===== config.mk =====
export PLATFORM = sky130hd
export DESIGN_NAME = dsulc_top
export DESIGN_NICKNAME = d
export VERILOG_FILES = /design/src/hdl/dsulc_pkg.sv /design/src/hdl/dsulc_minute_timer.sv /design/src/hdl/dsulc_top.sv
export VERILOG_INCLUDE_DIRS = /design/src /design/src/hdl
export SDC_FILE = /design/constraint.sdc
export NUM_CORES = 1
export LEC_CHECK = 0
export BUFFER_PORTS_ARGS = -buffer_cell sky130_fd_sc_hd__buf_2
export CORE_MARGIN = 2
export CORE_UTILIZATION = 53
export DETAILED_ROUTE_END_ITERATION = 6
export PLACE_DENSITY = 0.77
export SYNTH_ARGS = -nofsm -noshare
export SYNTH_HDL_FRONTEND = slang
export SYNTH_SLANG_ARGS = --single-unit

===== constraint.sdc =====
create_clock -name aclk -period 4 [get_ports aclk]
set_input_delay 1 -clock aclk [delete_from_list [all_inputs] [get_ports aclk]]
set_output_delay 1 -clock aclk [all_outputs]
set_load 0.03 [all_outputs]

===== src/hdl/dsulc_consts.svh =====
/*
 * offsets, fields, reset values, rates and counts of dsulc_top.
 * assumes a 50 mhz clock and a 32-bit axi4-lite bus.
 */
`ifndef DSULC_CONSTS_SVH
`define DSULC_CONSTS_SVH

// ****************************************************************
// register byte offsets
// ****************************************************************
`define DSULC_CFG_OFS     8'h00
`define DSULC_NET_OFS     8'h04
`define DSULC_CMD_OFS     8'h08
`define DSULC_STAT_OFS    8'h0c
`define DSULC_RATE_OFS    8'h10

// ****************************************************************
// cfg fields
// ****************************************************************
`define DSULC_CFG_MODE    0
`define DSULC_CFG_SWRATE  2:1
`define DSULC_CFG_TIMING  4:3
`define DSULC_CFG_P2PRATE 5
`define DSULC_CFG_TOEN    6
`define DSULC_CFG_SECEN   7
`define DSULC_CFG_DUR     14:8
`define DSULC_CFG_RST     32'h0000_0ae4

// ****************************************************************
// net fields
// ****************************************************************
`define DSULC_NET_NETLB   0
`define DSULC_NET_SCR     1
`define DSULC_NET_V54     2
`define DSULC_NET_MGMT    4:3
`define DSULC_NET_RST     32'h0000_0001

// ****************************************************************
// cmd bits (write one to act)
// ****************************************************************
`define DSULC_CMD_COMMIT  0
`define DSULC_CMD_TSTART  1
`define DSULC_CMD_TSTOP   2
`define DSULC_CMD_SECCLR  3

// ****************************************************************
// rates in bps and timing
// ****************************************************************
`define DSULC_RATE_56K    17'd56000
`define DSULC_RATE_64K    17'd64000
`define DSULC_RATE_72K    17'd72000
`define DSULC_MGMT_1600   17'd1600
`define DSULC_MGMT_4000   17'd4000
`define DSULC_MGMT_8000   17'd8000
`define DSULC_CLK_HZ      50000000
`define DSULC_MINUTE_S    60
`define DSULC_MIN_CYC     (`DSULC_CLK_HZ * `DSULC_MINUTE_S)
`define DSULC_DUR_MIN     7'd1
`define DSULC_DUR_MAX     7'd120

`endif


===== src/hdl/dsulc_pkg.sv =====
/*
 * types of dsulc_top.
 * assumes nothing beyond the importing module.
 */
package dsulc_pkg;

	typedef enum logic [1:0] {
		DSULC_SW_56   = 2'b00,
		DSULC_SW_CLEAR_CHANNEL_64K = 2'b01,
		DSULC_SW_AUTO = 2'b10
	} dsulc_swrate_t;

	typedef enum logic [1:0] {
		DSULC_TM_INT  = 2'b00,
		DSULC_TM_EXT  = 2'b01,
		DSULC_TM_RCV  = 2'b10
	} dsulc_timing_t;

	// gray order along idle -> user test -> timed out
	typedef enum logic [1:0] {
		DSULC_T_IDLE  = 2'b00,
		DSULC_T_USER  = 2'b01,
		DSULC_T_NET   = 2'b10,
		DSULC_T_DONE  = 2'b11
	} dsulc_test_t;

endpackage : dsulc_pkg


===== src/hdl/dsulc_minute_timer.sv =====
/*
 * minute counter for the user test timeout.
 * assumes MIN_CYC clocks a minute; simulation shortens it.
 */
`include "dsulc_consts.svh"

module dsulc_minute_timer #(
	parameter int unsigned MIN_CYC = `DSULC_MIN_CYC
) (
	input  wire logic       aclk,
	input  wire logic       aresetn,
	input  wire logic       clear,
	input  wire logic       run,
	output logic      [6:0] minutes_r
);

	logic [31:0] tick_cnt_r;
	logic        tick;

	assign tick = run && (tick_cnt_r == 32'(MIN_CYC - 1));

	// ****************************************************************
	// minute tick from system clock
	// ****************************************************************
	always_ff @(posedge aclk) begin
		if (!aresetn || clear || !run) begin
			tick_cnt_r <= 32'h0;
		end else if (tick) begin
			tick_cnt_r <= 32'h0;
		end else begin
			tick_cnt_r <= tick_cnt_r + 32'h1;
		end
	end

	always_ff @(posedge aclk) begin
		if (!aresetn || clear) begin
			minutes_r <= 7'h0;
		end else if (tick && minutes_r != 7'h7f) begin
			minutes_r <= minutes_r + 7'h1;
		end
	end

endmodule : dsulc_minute_timer


===== src/hdl/dsulc_top.sv =====
/*
 * line mode, rate, timing source and dte clock rate,
 * test timing, loopbacks, scrambling and security alarm
 * of a data service unit.
 * assumes line events already on aclk;
 * the dte timing pin is asynchronous.
 */
// Decided for this implementation: the AXI4-Lite interface to the registers and the register addresses.
// Summary of operation
// - two modes; switched network after reset
// - switched network runs 56k or 64k clear
// - auto-detect default, replaced by detected rate
// - clear 64k runs on a 72k circuit
// - dte clocks equal line rate minus mgmt
// - direct internal timing uses local clock
// - direct external timing uses dte clock
// - receive timing, internal during tests; code switches only for user and dte tests, not network loopbacks
// - direct line 56 or 64k, default 64
// - options apply only in their own mode
// - timeout ends user tests after duration
// - timeout off: tests end by stop command
// - timeout ignores dte and network tests
// - duration 1 to 120 minutes, default 10; code takes any value 0 to 127 unchecked
// - security alarm only when enabled
// - network latching loopback when enabled
// - optional scrambling in switched mode
// - v54 loop up and down when enabled
// - mgmt channel off or 1600/4000/8000
// - both ends share mgmt channel rate
`include "dsulc_consts.svh"

module dsulc_top
	import dsulc_pkg::*;
#(
	parameter int unsigned MIN_CYC = `DSULC_MIN_CYC
) (
	input  wire logic        aclk,
	input  wire logic        aresetn,
	input  wire logic [7:0]  s_axi_awaddr,
	input  wire logic        s_axi_awvalid,
	output logic             s_axi_awready,
	input  wire logic [31:0] s_axi_wdata,
	input  wire logic [3:0]  s_axi_wstrb,
	input  wire logic        s_axi_wvalid,
	output logic             s_axi_wready,
	output logic [1:0]       s_axi_bresp,
	output logic             s_axi_bvalid,
	input  wire logic        s_axi_bready,
	input  wire logic [7:0]  s_axi_araddr,
	input  wire logic        s_axi_arvalid,
	output logic             s_axi_arready,
	output logic [31:0]      s_axi_rdata,
	output logic [1:0]       s_axi_rresp,
	output logic             s_axi_rvalid,
	input  wire logic        s_axi_rready,
	input  wire logic        line_signal_found,
	input  wire logic        line_rate_is_64,
	input  wire logic        net_loop_up,
	input  wire logic        net_loop_down,
	input  wire logic        v54_loop_up,
	input  wire logic        v54_loop_down,
	input  wire logic        dte_test_active,
	input  wire logic        access_failed,
	input  wire logic        dte_ext_clk_pin,
	output logic             direct_line_mode_r,
	output logic [16:0]      line_rate_bps_r,
	output logic [16:0]      line_circuit_bps_r,
	output logic             clear_channel_64k_r,
	output logic             rate_detecting_r,
	output logic [16:0]      dte_clock_bps_r,
	output logic [16:0]      inband_mgmt_bps_r,
	output logic [1:0]       timing_src_r,
	output logic             scramble_en_r,
	output logic             dsu_loopback_r,
	output logic             user_test_r,
	output logic             security_alarm_r,
	output logic             dte_ext_clk_sync_r
);

	// ****************************************************************
	// shared functions
	// ****************************************************************
	function automatic logic [16:0] mgmt_bps(input logic [1:0] sel);
		logic [16:0] r;
		r = 17'h0;
		unique case (sel)
			2'b01: r = `DSULC_MGMT_1600;
			2'b10: r = `DSULC_MGMT_4000;
			2'b11: r = `DSULC_MGMT_8000;
			default: r = 17'h0;
		endcase
		return r;
	endfunction : mgmt_bps

	function automatic logic is_ofs(input logic [7:0] a, input logic [7:0] o);
		return a[7:2] == o[7:2];
	endfunction : is_ofs

	// ****************************************************************
	// register state
	// ****************************************************************
	logic [31:0]   cfg_r;
	logic [31:0]   net_r;
	logic          act_mode_r;
	dsulc_swrate_t act_sw_r;
	dsulc_timing_t act_tm_r;
	logic          act_p2p64_r;
	logic [1:0]    act_mgmt_r;
	logic          aw_hold_r;
	logic          w_hold_r;
	logic [7:0]    aw_addr_r;
	logic [31:0]   w_data_r;
	logic [3:0]    w_strb_r;
	logic          dte_ext_meta_r;
	dsulc_test_t   test_st_r;
	logic [6:0]    minutes;
	logic          timed_out_r;
	logic          wr_fire;
	logic [7:0]    wa;
	logic [31:0]   wd;
	logic [3:0]    ws;
	logic          cmd_commit;
	logic          cmd_tstart;
	logic          cmd_tstop;
	logic          cmd_secclr;
	logic          sw_mode;
	logic [6:0]    dur;
	logic          test_any;

	assign wa = aw_hold_r ? aw_addr_r : s_axi_awaddr;
	assign wd = w_hold_r ? w_data_r : s_axi_wdata;
	assign ws = w_hold_r ? w_strb_r : s_axi_wstrb;
	assign s_axi_awready = !aw_hold_r && !s_axi_bvalid;
	assign s_axi_wready  = !w_hold_r && !s_axi_bvalid;
	assign wr_fire = (aw_hold_r || s_axi_awvalid) &&
		(w_hold_r || s_axi_wvalid) && !s_axi_bvalid;
	assign cmd_commit = wr_fire && is_ofs(wa, `DSULC_CMD_OFS) && ws[0] &&
		wd[`DSULC_CMD_COMMIT];
	assign cmd_tstart = wr_fire && is_ofs(wa, `DSULC_CMD_OFS) && ws[0] &&
		wd[`DSULC_CMD_TSTART];
	assign cmd_tstop = wr_fire && is_ofs(wa, `DSULC_CMD_OFS) && ws[0] &&
		wd[`DSULC_CMD_TSTOP];
	assign cmd_secclr = wr_fire && is_ofs(wa, `DSULC_CMD_OFS) && ws[0] &&
		wd[`DSULC_CMD_SECCLR];
	assign sw_mode = !act_mode_r;
	assign dur = cfg_r[`DSULC_CFG_DUR];
	assign test_any = user_test_r || dte_test_active;

	// ****************************************************************
	// axi4-lite write channel: address and data in either order
	// ****************************************************************
	always_ff @(posedge aclk) begin
		if (!aresetn) begin
			aw_hold_r <= 1'b0;
			w_hold_r  <= 1'b0;
			aw_addr_r <= 8'h0;
			w_data_r  <= 32'h0;
			w_strb_r  <= 4'h0;
		end else if (wr_fire) begin
			aw_hold_r <= 1'b0;
			w_hold_r  <= 1'b0;
		end else begin
			if (s_axi_awvalid && s_axi_awready) begin
				aw_hold_r <= 1'b1;
				aw_addr_r <= s_axi_awaddr;
			end
			if (s_axi_wvalid && s_axi_wready) begin
				w_hold_r <= 1'b1;
				w_data_r <= s_axi_wdata;
				w_strb_r <= s_axi_wstrb;
			end
		end
	end

	always_ff @(posedge aclk) begin
		if (!aresetn) begin
			s_axi_bvalid <= 1'b0;
			s_axi_bresp  <= 2'b00;
		end else if (wr_fire) begin
			s_axi_bvalid <= 1'b1;
			s_axi_bresp  <= (is_ofs(wa, `DSULC_CFG_OFS) ||
				is_ofs(wa, `DSULC_NET_OFS) ||
				is_ofs(wa, `DSULC_CMD_OFS)) ? 2'b00 : 2'b10;
		end else if (s_axi_bready) begin
			s_axi_bvalid <= 1'b0;
		end
	end

	// ****************************************************************
	// edit registers: written freely; mode, rates, timing and mgmt wait for commit
	// ****************************************************************
	always_ff @(posedge aclk) begin
		if (!aresetn) begin
			cfg_r <= `DSULC_CFG_RST;
			net_r <= `DSULC_NET_RST;
		end else if (wr_fire) begin
			for (int b = 0; b < 4; b++) begin
				if (ws[b] && is_ofs(wa, `DSULC_CFG_OFS)) begin
					cfg_r[8*b +: 8] <= wd[8*b +: 8];
				end
				if (ws[b] && is_ofs(wa, `DSULC_NET_OFS)) begin
					net_r[8*b +: 8] <= wd[8*b +: 8];
				end
			end
		end
	end

	// ****************************************************************
	// committed selections
	// ****************************************************************
	always_ff @(posedge aclk) begin
		if (!aresetn) begin
			act_mode_r  <= 1'b0;
			act_sw_r    <= DSULC_SW_AUTO;
			act_tm_r    <= DSULC_TM_INT;
			act_p2p64_r <= 1'b1;
			act_mgmt_r  <= 2'b00;
		end else if (cmd_commit) begin
			act_mode_r  <= cfg_r[`DSULC_CFG_MODE];
			act_p2p64_r <= cfg_r[`DSULC_CFG_P2PRATE];
			act_mgmt_r  <= net_r[`DSULC_NET_MGMT];
			// illegal codes fall back to the defaults
			act_sw_r <= (cfg_r[`DSULC_CFG_SWRATE] == 2'b11) ? DSULC_SW_AUTO :
				dsulc_swrate_t'(cfg_r[`DSULC_CFG_SWRATE]);
			act_tm_r <= (cfg_r[`DSULC_CFG_TIMING] == 2'b11) ? DSULC_TM_INT :
				dsulc_timing_t'(cfg_r[`DSULC_CFG_TIMING]);
		end else if (sw_mode && act_sw_r == DSULC_SW_AUTO &&
			line_signal_found) begin
			act_sw_r <= line_rate_is_64 ? DSULC_SW_CLEAR_CHANNEL_64K : DSULC_SW_56;
		end
	end

	// ****************************************************************
	// line rate, dte clock rate and timing source
	// ****************************************************************
	always_ff @(posedge aclk) begin
		if (!aresetn) begin
			direct_line_mode_r  <= 1'b0;
			line_rate_bps_r     <= 17'h0;
			line_circuit_bps_r  <= 17'h0;
			clear_channel_64k_r <= 1'b0;
			rate_detecting_r    <= 1'b1;
			dte_clock_bps_r     <= 17'h0;
			inband_mgmt_bps_r   <= 17'h0;
		end else begin
			direct_line_mode_r <= act_mode_r;
			inband_mgmt_bps_r  <= mgmt_bps(act_mgmt_r);
			if (sw_mode) begin
				rate_detecting_r    <= act_sw_r == DSULC_SW_AUTO;
				clear_channel_64k_r <= act_sw_r == DSULC_SW_CLEAR_CHANNEL_64K;
				unique case (act_sw_r)
					DSULC_SW_56: begin
						line_rate_bps_r    <= `DSULC_RATE_56K;
						line_circuit_bps_r <= `DSULC_RATE_56K;
					end
					DSULC_SW_CLEAR_CHANNEL_64K: begin
						line_rate_bps_r    <= `DSULC_RATE_64K;
						line_circuit_bps_r <= `DSULC_RATE_72K;
					end
					default: begin
						line_rate_bps_r    <= 17'h0;
						line_circuit_bps_r <= 17'h0;
					end
				endcase
			end else begin
				// switched-only rate setting has no effect here
				rate_detecting_r    <= 1'b0;
				clear_channel_64k_r <= 1'b0;
				line_rate_bps_r <= act_p2p64_r ? `DSULC_RATE_64K :
					`DSULC_RATE_56K;
				line_circuit_bps_r <= act_p2p64_r ? `DSULC_RATE_64K :
					`DSULC_RATE_56K;
			end
			// no clock toward the dte while the rate is unknown
			if (sw_mode && act_sw_r == DSULC_SW_AUTO) begin
				dte_clock_bps_r <= 17'h0;
			end else if (sw_mode) begin
				dte_clock_bps_r <= ((act_sw_r == DSULC_SW_CLEAR_CHANNEL_64K) ?
					`DSULC_RATE_64K : `DSULC_RATE_56K) -
					mgmt_bps(act_mgmt_r);
			end else begin
				dte_clock_bps_r <= (act_p2p64_r ? `DSULC_RATE_64K :
					`DSULC_RATE_56K) - mgmt_bps(act_mgmt_r);
			end
		end
	end

	always_ff @(posedge aclk) begin
		if (!aresetn) begin
			timing_src_r <= 2'(DSULC_TM_INT);
		end else if (sw_mode) begin
			// switched mode always takes line timing
			timing_src_r <= 2'(DSULC_TM_RCV);
		end else if (act_tm_r == DSULC_TM_RCV && test_any) begin
			timing_src_r <= 2'(DSULC_TM_INT);
		end else begin
			timing_src_r <= 2'(act_tm_r);
		end
	end

	always_ff @(posedge aclk) begin
		if (!aresetn) begin
			dte_ext_meta_r     <= 1'b0;
			dte_ext_clk_sync_r <= 1'b0;
		end else begin
			dte_ext_meta_r     <= dte_ext_clk_pin;
			dte_ext_clk_sync_r <= dte_ext_meta_r;
		end
	end

	// ****************************************************************
	// user test timing
	// ****************************************************************
	dsulc_minute_timer #(
		.MIN_CYC   (MIN_CYC)
	) u_timer (
		.aclk      (aclk),
		.aresetn   (aresetn),
		.clear     (cmd_tstart),
		.run       (user_test_r),
		.minutes_r (minutes)
	);

	always_ff @(posedge aclk) begin
		if (!aresetn) begin
			user_test_r <= 1'b0;
			timed_out_r <= 1'b0;
		end else if (cmd_tstart) begin
			user_test_r <= 1'b1;
			timed_out_r <= 1'b0;
		end else if (cmd_tstop) begin
			user_test_r <= 1'b0;
		end else if (user_test_r && cfg_r[`DSULC_CFG_TOEN] &&
			minutes >= dur) begin
			// dte and network tests are not in user_test_r
			user_test_r <= 1'b0;
			timed_out_r <= 1'b1;
		end
	end

	// test state kept for status readback
	always_ff @(posedge aclk) begin
		if (!aresetn) begin
			test_st_r <= DSULC_T_IDLE;
		end else if (user_test_r) begin
			test_st_r <= DSULC_T_USER;
		end else if (dsu_loopback_r || dte_test_active) begin
			test_st_r <= DSULC_T_NET;
		end else if (timed_out_r) begin
			test_st_r <= DSULC_T_DONE;
		end else begin
			test_st_r <= DSULC_T_IDLE;
		end
	end

	// ****************************************************************
	// loopback responses, scrambling, security alarm
	// ****************************************************************
	always_ff @(posedge aclk) begin
		if (!aresetn) begin
			dsu_loopback_r <= 1'b0;
		end else if ((sw_mode && net_r[`DSULC_NET_NETLB] && net_loop_down) ||
			(net_r[`DSULC_NET_V54] && v54_loop_down)) begin
			dsu_loopback_r <= 1'b0;
		end else if ((sw_mode && net_r[`DSULC_NET_NETLB] && net_loop_up) ||
			(net_r[`DSULC_NET_V54] && v54_loop_up)) begin
			dsu_loopback_r <= 1'b1;
		end
	end

	always_ff @(posedge aclk) begin
		if (!aresetn) begin
			scramble_en_r <= 1'b0;
		end else begin
			scramble_en_r <= sw_mode && net_r[`DSULC_NET_SCR];
		end
	end

	// set wins over a clear in the same cycle
	always_ff @(posedge aclk) begin
		if (!aresetn) begin
			security_alarm_r <= 1'b0;
		end else if (access_failed && cfg_r[`DSULC_CFG_SECEN]) begin
			security_alarm_r <= 1'b1;
		end else if (cmd_secclr) begin
			security_alarm_r <= 1'b0;
		end
	end

	// ****************************************************************
	// axi4-lite read channel
	// ****************************************************************
	assign s_axi_arready = !s_axi_rvalid;

	always_ff @(posedge aclk) begin
		if (!aresetn) begin
			s_axi_rvalid <= 1'b0;
			s_axi_rdata  <= 32'h0;
			s_axi_rresp  <= 2'b00;
		end else if (s_axi_arvalid && s_axi_arready) begin
			s_axi_rvalid <= 1'b1;
			s_axi_rresp  <= 2'b00;
			if (is_ofs(s_axi_araddr, `DSULC_CFG_OFS)) begin
				s_axi_rdata <= cfg_r;
			end else if (is_ofs(s_axi_araddr, `DSULC_NET_OFS)) begin
				s_axi_rdata <= net_r;
			end else if (is_ofs(s_axi_araddr, `DSULC_CMD_OFS)) begin
				s_axi_rdata <= 32'h0;
			end else if (is_ofs(s_axi_araddr, `DSULC_STAT_OFS)) begin
				s_axi_rdata <= {12'h0, minutes, test_st_r, timing_src_r,
					security_alarm_r, dsu_loopback_r, scramble_en_r,
					user_test_r, timed_out_r, clear_channel_64k_r,
					rate_detecting_r, direct_line_mode_r};
			end else if (is_ofs(s_axi_araddr, `DSULC_RATE_OFS)) begin
				s_axi_rdata <= {15'h0, dte_clock_bps_r};
			end else begin
				s_axi_rdata <= 32'h0;
				s_axi_rresp <= 2'b10;
			end
		end else if (s_axi_rready) begin
			s_axi_rvalid <= 1'b0;
		end
	end

endmodule : dsulc_top


==> results of run 1 <==
## sequential cells by signal (all words and copies together), names as in the netlist, 3 cells and up
name,flops
line_circuit_bps_r,3
aw_addr_r,6
u_timer.tick_cnt_r,32
dte_clock_bps_r,11
net_r,32
s_axi_rdata,32
inband_mgmt_bps_r,5
line_rate_bps_r,3
w_data_r,32
u_timer.minutes_r,7
cfg_r,32
w_strb_r,4
## cells by family (layout without fill, tap and decap cells)
family / Yosys count / after routing / synth area share
compound gates: 187 / 187 / 0.129
buf+inv: 131 / 227 / 0.0672
mux: 95 / 95 / 0.0972
simple gates: 424 / 424 / 0.209
fa+ha+maj: 14 / 14 / 0.0188
xor+xnor: 34 / 34 / 0.0294
flops: 227 / 227 / 0.449
other cells: 1 / 35 / 0.000371
## cell type report
type / count / area [µm²] / share of cell area
Antenna cell: 2 / 5.00 / 0.000432
Clock buffer: 36 / 727 / 0.0627
Sequential cell: 227 / 4550 / 0.392
Inverter: 22 / 82.6 / 0.00712
Multi-Input combinational cell: 787 / 5030 / 0.434
Clock inverter: 5 / 52.6 / 0.00453
Timing Repair Buffer: 164 / 861 / 0.0743
Tap cell: 234 / 293 / 0.0253
## how the worst min path moves through the flow
stage	startpoint	slack, ns	endpoint	depth (start not counted)
floorplan	dte_ext_meta_r	0.41	dte_ext_clk_sync_r	1
finish	dte_ext_meta_r	0.43	dte_ext_clk_sync_r	1
CTS	dte_ext_meta_r	0.43	dte_ext_clk_sync_r	1
global route	w_strb_r[1]	0.47	w_strb_r[1]	2
global placement	dte_ext_meta_r	0.41	dte_ext_clk_sync_r	1
detailed placement	dte_ext_meta_r	0.42	dte_ext_clk_sync_r	1
## stage by stage
step	hold slack (ns)	total power, mW	cells	util	worst slack, ns
2_1_floorplan	0.412	2.81	1145	-	1.29
3_3_place_gp	0.415	2.92	1434	0.578	0.855
3_5_place_dp	0.419	2.93	1434	0.578	0.812
4_1_cts	0.432	5.10	1475	0.620	1.11
5_1_grt	0.466	5.24	1477	0.620	1.03
6_report	0.431	5.07	1477	0.620	1.13
## layout by cell type (no fill, tap or decap), types with 4 or more instances in the layout
master / count
or2_2: 7
nand3_1: 35
nor3_1: 12
inv_1: 22
o21ai_0: 28
clkbuf_1: 5
xnor2_1: 9
buf_2: 148
clkbuf_16: 25
or3_1: 5
and3_1: 8
a21oi_1: 48
nand2_1: 131
nor3b_1: 14
clkbuf_8: 6
a211oi_1: 8
a21boi_0: 36
nor2_1: 100
a221oi_1: 14
mux2i_1: 69
nand2b_1: 6
a222oi_1: 8
buf_4: 16
nor4_1: 4
xor2_1: 25
nor2b_1: 53
mux2_2: 26
o31ai_1: 11
nand4_1: 15
dfxtp_1: 226
ha_1: 12
o211ai_1: 6
a22oi_1: 12
conb_1: 33
and2_1: 7
## report_power, final
| group | switching (mW) | internal (mW) | total [mW] |
|---|---|---|---|
| clock | 0.875 | 1.31 | 2.19 |
| sequential | 0.0468 | 2.32 | 2.37 |
| combinational | 0.341 | 0.173 | 0.514 |
## layer usage
metal  track usage  vias up
li1              -     4009
met1         0.307     3873
met2         0.394      244
met3        0.0350       39
met4        0.0747        0
met5             0        -
==> run summary, run 1 <==
The flow ran to the end, and the final reports show no timing, DRC or antenna violations. The number of synthesized flops with an enable pin came out at 0. The cell area after technology mapping came out at 10100 µm².

The number of levels in the clock H-tree is 1. The worst-case clock buffer depth came out at 3. The vias after detailed routing came out at 8165. The most used flip-flop cell after synthesis is dfxtp_1. The highest ir drop seen on vdd came out at 318 µV. The number of hold violations in the final report came out at 0. The most numerous cell in the Yosys netlist is dfxtp_1. Setup repair after global routing left no endpoint under its margin. The smallest clock period supported by the final layout is computed as 2.87 ns. The floorplan core area came out at 18700 µm².

The horizontal die dimension came out at 142 µm. The floorplan step set the die height to 142 µm. The share of the synthesized area in the top cell type is 0.449. The starting density of the core came out at 0.541. The vias per cell is 5.53. The number of distinct standard cells referenced by the synthesized netlist is 61. The final count of negative-setup-slack endpoints came out at 0.

The critical path required time came out at 3.00 ns. On the critical path the largest part of the delay comes from flip-flops. The amount of wire on met2 after detailed routing is 11500 µm. In this run the worst setup path terminates at s_axi_wready. The wire length after detailed routing is 24100 µm. The sequential area share after synthesis is 0.449. During I/O placement, the number of pins put on the boundary was 187.

The initialized floorplan defines 50 standard-cell rows. The worst setup path is captured at an output pin. The total length of routed met3 wires came out at 1350 µm. The cell area after layout is 11600 µm². The total negative setup slack is 0 ns. The final worst-path cycle share is 0.718. Clock tree synthesis inserted a total of 24 buffers. After detailed routing, the wire length on met1 is 10600 µm.

The global-route congestion overflow total is 0. The synthesized design spends more area on one cell type than any other, namely dfxtp_1. From synthesis to final layout, the design area changed by 14.6%. The cts-stage hold buffer count is 0. The endpoint identified for the worst register-to-register timing path is net_r[18].

Sorting the synthesized cells by area gives the leading types as dfxtp_1 45%, mux2i_1 6.8%, nand2_1 4.9%. The count of pins over their slew limit came out at 0. The DRC violations left came out at 0. Power spread over the standard cell area amounts to 437 nW/µm². For this design the static power due to leakage is 4.95 nW.

The via count of the first global-routing pass was 7529. For this design, the slowest cell found on the critical path is dfxtp_2. For this run, the post-layout net count is 1308. Synthesis produced 1113 cells. The endpoint arrival time on the critical path is 1.87 ns. The layout has 1546 filler cells. The signal on the critical path passes through buf_4 > nor2_1 > buf_2. At the pin with the least slew margin, the transition time is 1.02 ns. By startpoint and endpoint, the worst setup path is classified as reg2out.

After the first detailed-routing iteration, the DRC count stood at 557. The clock latency on the worst-skew pair is 0.51 ns. In this run the register-to-register setup slack is 1.36 ns. STA classifies the critical path startpoint as a flip-flop. The number of buffers inserted by post-CTS setup repair is 0. The count of buffers from port buffering is 149.

The worst register-to-register path has a depth of 4. The pin count of the biggest net entering global routing is 76. The highest layer touched by signal routing is met4. The count of state elements after synthesis is 227. The first global-routing pass estimated 38100 µm of wire. The detailed placer's ending HPWL came out at 16600 µm.

The total number of cells along the worst setup path came out at 3. The average wire per standard cell is 16.3 µm. During synthesis, Yosys emitted a total of 0 warnings. The clock root buffer is clkbuf_16. TritonCTS built the clock tree. The post-detailed-placement cell area is 10800 µm². The max capacitance violation total came out at 0.

The beginning of the worst register-to-register path is aw_hold_r. The floorplan step defined a die boundary enclosing 20200 µm². The worst clock skew is 0.00833 ns. The clock slew seen by the registers of the worst setup and hold paths came out at 0.06 ns. Counting both buffers and inverters, the worst setup path holds a total of 2. The commonest cells after synthesis are 227 x dfxtp_1, 131 x nand2_1, 100 x nor2_1, 69 x mux2i_1, 54 x nor2b_1.

The fraction of final layout cells with drive strength greater than 1 came out at 0.199. The worst pin sits at a relative slew slack of 0.317. The highest clock frequency the design can meet is 0.348 GHz. The biggest cell delay along the critical path is 0.69 ns. The most critical setup path has its startpoint at w_hold_r.

The min-delay analysis places its worst path in the category reg2reg. Once detail routing completed, the nets flagged for antenna violations numbered 0. The post-synthesis async set-or-reset flop share came out at 0.

The final RePlAce weighted congestion came out at 0.817. The clock sink count is 227. In this run the worst path has a maximum fanout of 22. The length of the first detailed-routing pass in iterations is 5.

The total global routing track utilization came out at 0.233. The number of resized instances in the post-cts repair step is 0. The number of antenna violations at the first check in global routing is 2.

A synthesized cell averages 9.09 µm².
(Power assumes the default switching activity.)
==> run 2: changes to the inputs <==
--- a/config.mk
+++ b/config.mk
@@ -6,11 +6,12 @@
 export SDC_FILE = /design/constraint.sdc
 export NUM_CORES = 1
 export LEC_CHECK = 0
+export ABC_AREA = 1
 export BUFFER_PORTS_ARGS = -buffer_cell sky130_fd_sc_hd__buf_2
 export CORE_MARGIN = 2
 export CORE_UTILIZATION = 53
 export DETAILED_ROUTE_END_ITERATION = 6
-export PLACE_DENSITY = 0.77
+export PLACE_DENSITY = 0.76
 export SYNTH_ARGS = -nofsm -noshare
 export SYNTH_HDL_FRONTEND = slang
 export SYNTH_SLANG_ARGS = --single-unit
==> constraint.sdc (replaced) <==
create_clock -name aclk -period 2.8 [get_ports aclk]
set_input_delay 0.7 -clock aclk [delete_from_list [all_inputs] [get_ports aclk]]
set_output_delay 0.7 -clock aclk [all_outputs]
set_load 0.03 [all_outputs]
==> run 2 against run 1 <==
Utilization decreased by 0.22 points; setup slack got worse by 0.46 ns; register-to-register slack got worse by 0.60 ns; cell area increased by 3.3%; combinational power increased by 53%; non-clock buffer count unchanged; worst hold slack got worse by 0.070 ns; synthesized cell count increased by 32%; wire length increased by 9.9%; clock power increased by 49%; critical path depth decreased by 1.
==> run summary, run 2 <==
Status: finished, final reports clean (unchanged). The number of buffers inserted by post-CTS setup repair is 0 (unchanged). The global-route wire length before repair is 41700 µm (was 38100 µm). The die boundary height came to 144 µm (was 142 µm).

The highest clock frequency the design can meet is 0.468 GHz. The count of nets left with antenna violations after detail routing is 0 (unchanged). The floorplan core area came out at 19400 µm² (was 18700 µm²).

The clock tree from TritonCTS is done (unchanged). The register-to-register setup slack came out at 0.76 ns (was 1.36 ns). The number of instances in the synthesized netlist came to 1474 (was 1113). The average wire per standard cell is 14.2 µm (was 16.3 µm). The global-route congestion overflow total came to 0 (unchanged).

The cell count after placement came out at 1826 (was 1434). The share of the synthesized area in the top cell type came out at 0.434 (was 0.449). The detailed placer's ending HPWL came out at 19000 µm (was 16600 µm). The net switching power figure came to 1.92 mW (was 1.26 mW). The nature of the critical path endpoint is an output pin (unchanged). The worst slew margin relative to its limit is 0.447 (was 0.317). The power density over the cells is 623 nW/µm² (was 437 nW/µm²). The clock latency on the worst-skew pair is 0.52 ns (was 0.51 ns). The type of element launching the critical path is a flip-flop (unchanged). The fraction of final layout cells with drive strength greater than 1 is 0.151 (was 0.199). The peak fanout along the critical path is 14 (was 22). The number of synthesized flops with an enable pin is 0 (unchanged). The starting density of the core came to 0.539 (was 0.541). The floorplan row count is 51 (was 50). The post-synthesis async set-or-reset flop share came out at 0 (unchanged). The number of hold violations in the final report is 0 (unchanged). The cell area after layout came out at 12000 µm² (was 11600 µm²). The cell taking the most area after synthesis is dfxtp_1 (unchanged). The cts-stage hold buffer count is 0 (unchanged).

The DRC violations left came out at 0 (unchanged). The cell area after technology mapping is 10500 µm² (was 10100 µm²). The fraction of power consumed by sequential logic came out at 0.456 (was 0.468). The final net count is 1669 (was 1308).

The final worst setup slack came out at 0.664 ns (was 1.13 ns). The mean area per synthesized cell came to 7.10 µm² (was 9.09 µm²). The worst-case clock buffer depth is 3 (unchanged). The vias after detailed routing was 9686 (was 8165). The via count of the first global-routing pass came out at 8422 (was 7529). The endpoint arrival time on the critical path came out at 1.44 ns (was 1.87 ns). The length of the first detailed-routing pass in iterations was 6 (was 5). The switching share of power came to 0.257 (was 0.249). The main flop type after synthesis is dfxtp_1 (unchanged). The critical path start-end classification is reg2out (unchanged).

The post-detailed-placement cell area came out at 11200 µm² (was 10800 µm²). The total negative setup slack came out at 0 ns (unchanged). The worst clock skew is 0.00610 ns (was 0.00833 ns).

The highest ir drop seen on vdd is 427 µV (was 318 µV). The critical path required time is 2.10 ns (was 3.00 ns). The internal cell power was 5.54 mW (was 3.81 mW). The worst slack at placement is 0.596 ns (was 0.812 ns).

The count of state elements after synthesis is 227 (unchanged). The commonest non-fill, non-tap cell in the layout is nand2_1 (was dfxtp_1). The number of resized instances in the post-cts repair step is 0 (unchanged). The total global routing track utilization came out at 0.247 (was 0.233). The vias per cell is 5.19 (was 5.53). The final instance count without filler cells is 1867 (was 1477).

The clock slew seen by the registers of the worst setup and hold paths is 0.06 ns (about the same). The combinational share of power is 0.105 (was 0.101). The I/O pin count came out at 187 (unchanged). The number of warnings issued by yosys is 0 (unchanged). The number of levels in the clock H-tree came to 1 (unchanged). The count of pins over their slew limit came out at 0 (unchanged).

The final worst-path cycle share is 0.763. The class of the worst hold path was in2reg (was reg2reg). The clock network fraction of design power came to 0.439 (was 0.431). Most frequent cells after synthesis: 252 x nand2_1, 227 x dfxtp_1, 189 x nor2_1, 174 x inv_1, 173 x o21ai_0 (was 227 x dfxtp_1, 131 x nand2_1, 100 x nor2_1, 69 x mux2i_1, 54 x nor2b_1). The number of distinct standard cells referenced by the synthesized netlist came out at 42 (was 61). The sequential area share after synthesis came out at 0.434 (was 0.449). Commonest cells after routing, fill and taps aside: 252 x nand2_1, 227 x dfxtp_1, 189 x nor2_1, 174 x inv_1, 173 x o21ai_0 (was 226 x dfxtp_1, 148 x buf_2, 131 x nand2_1, 100 x nor2_1, 69 x mux2i_1). The count of buffers from port buffering came out at 149 (unchanged). The detailed router's first-iteration violation count is 824 (was 557). The final RePlAce weighted congestion came out at 0.909 (was 0.817). The number of antenna diodes is 0 (was 2).

The growth of design area from synthesis to finish was 14.5% (was 14.6%). The slew at the pin with the worst max-slew slack is 0.828 ns (was 1.02 ns). The max capacitance violation total came out at 0 (unchanged). The final count of negative-setup-slack endpoints is 0 (unchanged). The clock sink count came out at 227 (unchanged). The standby leakage power came to 5.20 nW (was 4.95 nW). The wire length after detailed routing was 26400 µm (was 24100 µm). The clock root buffer is clkbuf_16 (unchanged). The number of antenna violations at the first check in global routing came out at 0 (was 2). Biggest area contributors in the synthesized netlist: dfxtp_1 43%, nand2_1 9.0%, o21ai_0 8.3% (was dfxtp_1 45%, mux2i_1 6.8%, nand2_1 4.9%). The number of buffers inserted during clock tree synthesis is 24 (unchanged). The fill cell instance count of the final layout came to 1838 (was 1546). The pin count of the biggest net entering global routing was 61 (was 76). The horizontal die dimension came to 144 µm (was 142 µm).

The worst path needs 2.14 ns of the cycle, external delays included. RSZ-0062 raised after global routing: no (unchanged). The most numerous cell in the Yosys netlist is nand2_1 (was dfxtp_1). The die outline area came out at 20900 µm² (was 20200 µm²).
==> run 2: cell count changes after synthesis, sizes merged, moves of 10 or more <==
cell    change
inv       +161
xor2       -10
o31ai      -10
a21oi     +107
nand2     +129
nor2b      -54
a221oi     -14
a21boi     -37
o21ai     +162
nor2       +99
mux2       -26
nand3      +10
mux2i      -69
nor3b      -14
==> run 2: layer usage <==
layer	global-route usage	vias up	share of wire
met5	0	-	0
met4	0.0710	0	0.027
met3	0.0358	49	0.072
met2	0.391	354	0.45
met1	0.353	4396	0.46
li1	-	4887	-
==> run 2: cell families (layout without fill, tap and decap cells) <==
group / count (synthesis) / count (layout) / synth area share
adders and majority gates: 14 / 14 / 0.0182
other: 1 / 33 / 0.000359
buffers and inverters: 293 / 389 / 0.126
AOI/OAI and AO/OA: 369 / 369 / 0.182
and+or+nand+nor: 552 / 552 / 0.223
DFF: 227 / 227 / 0.434
xor gates and xnor gates: 18 / 18 / 0.0151
==> run 2: metrics by stage <==
| step | total power [mW] | hold slack (ns) | util |
|---|---|---|---|
| 2_1_floorplan | 4.07 | 0.390 | - |
| 3_3_place_gp | 4.24 | 0.397 | 0.575 |
| 3_5_place_dp | 4.26 | 0.402 | 0.575 |
| 4_1_cts | 7.50 | 0.350 | 0.618 |
| 5_1_grt | 7.75 | 0.349 | 0.618 |
| 6_report | 7.46 | 0.361 | 0.618 |
==> run 2: final timing paths <==
path | startpoint | to | cells after the start
max | w_hold_r | s_axi_wready | 2
min | dte_ext_clk_pin | dte_ext_meta_r | 3
max reg2reg | w_hold_r | u_timer.tick_cnt_r[21] | 8
min reg2reg | dte_ext_meta_r | dte_ext_clk_sync_r | 2
==> run 2: final cells by class <==
type	count	area, µm²	area share
multi-input combinational	986	4730	0.395
sequential	227	4540	0.379
timing repair buffer	164	861	0.0718
clock buffer	35	732	0.0611
inverter	184	691	0.0576
tap	265	332	0.0277
clock inverter	6	91.3	0.00762
==> run 2: worst max-delay path, stage by stage (launching register included) <==
cell     delay (ns)
dfxtp_1        0.60
nor2_1         0.12
buf_2          0.20
==> run 2: power groups by stage <==
stage / Sequential, mW / Combinational [mW] / Clock (mW)
after CTS: 3.40 / 0.786 / 3.32
after detailed placement: 3.47 / 0.782 / 0
after global placement: 3.47 / 0.769 / 0
after global routing: 3.41 / 0.874 / 3.46
final: 3.40 / 0.787 / 3.27
after floorplan: 3.55 / 0.521 / 0
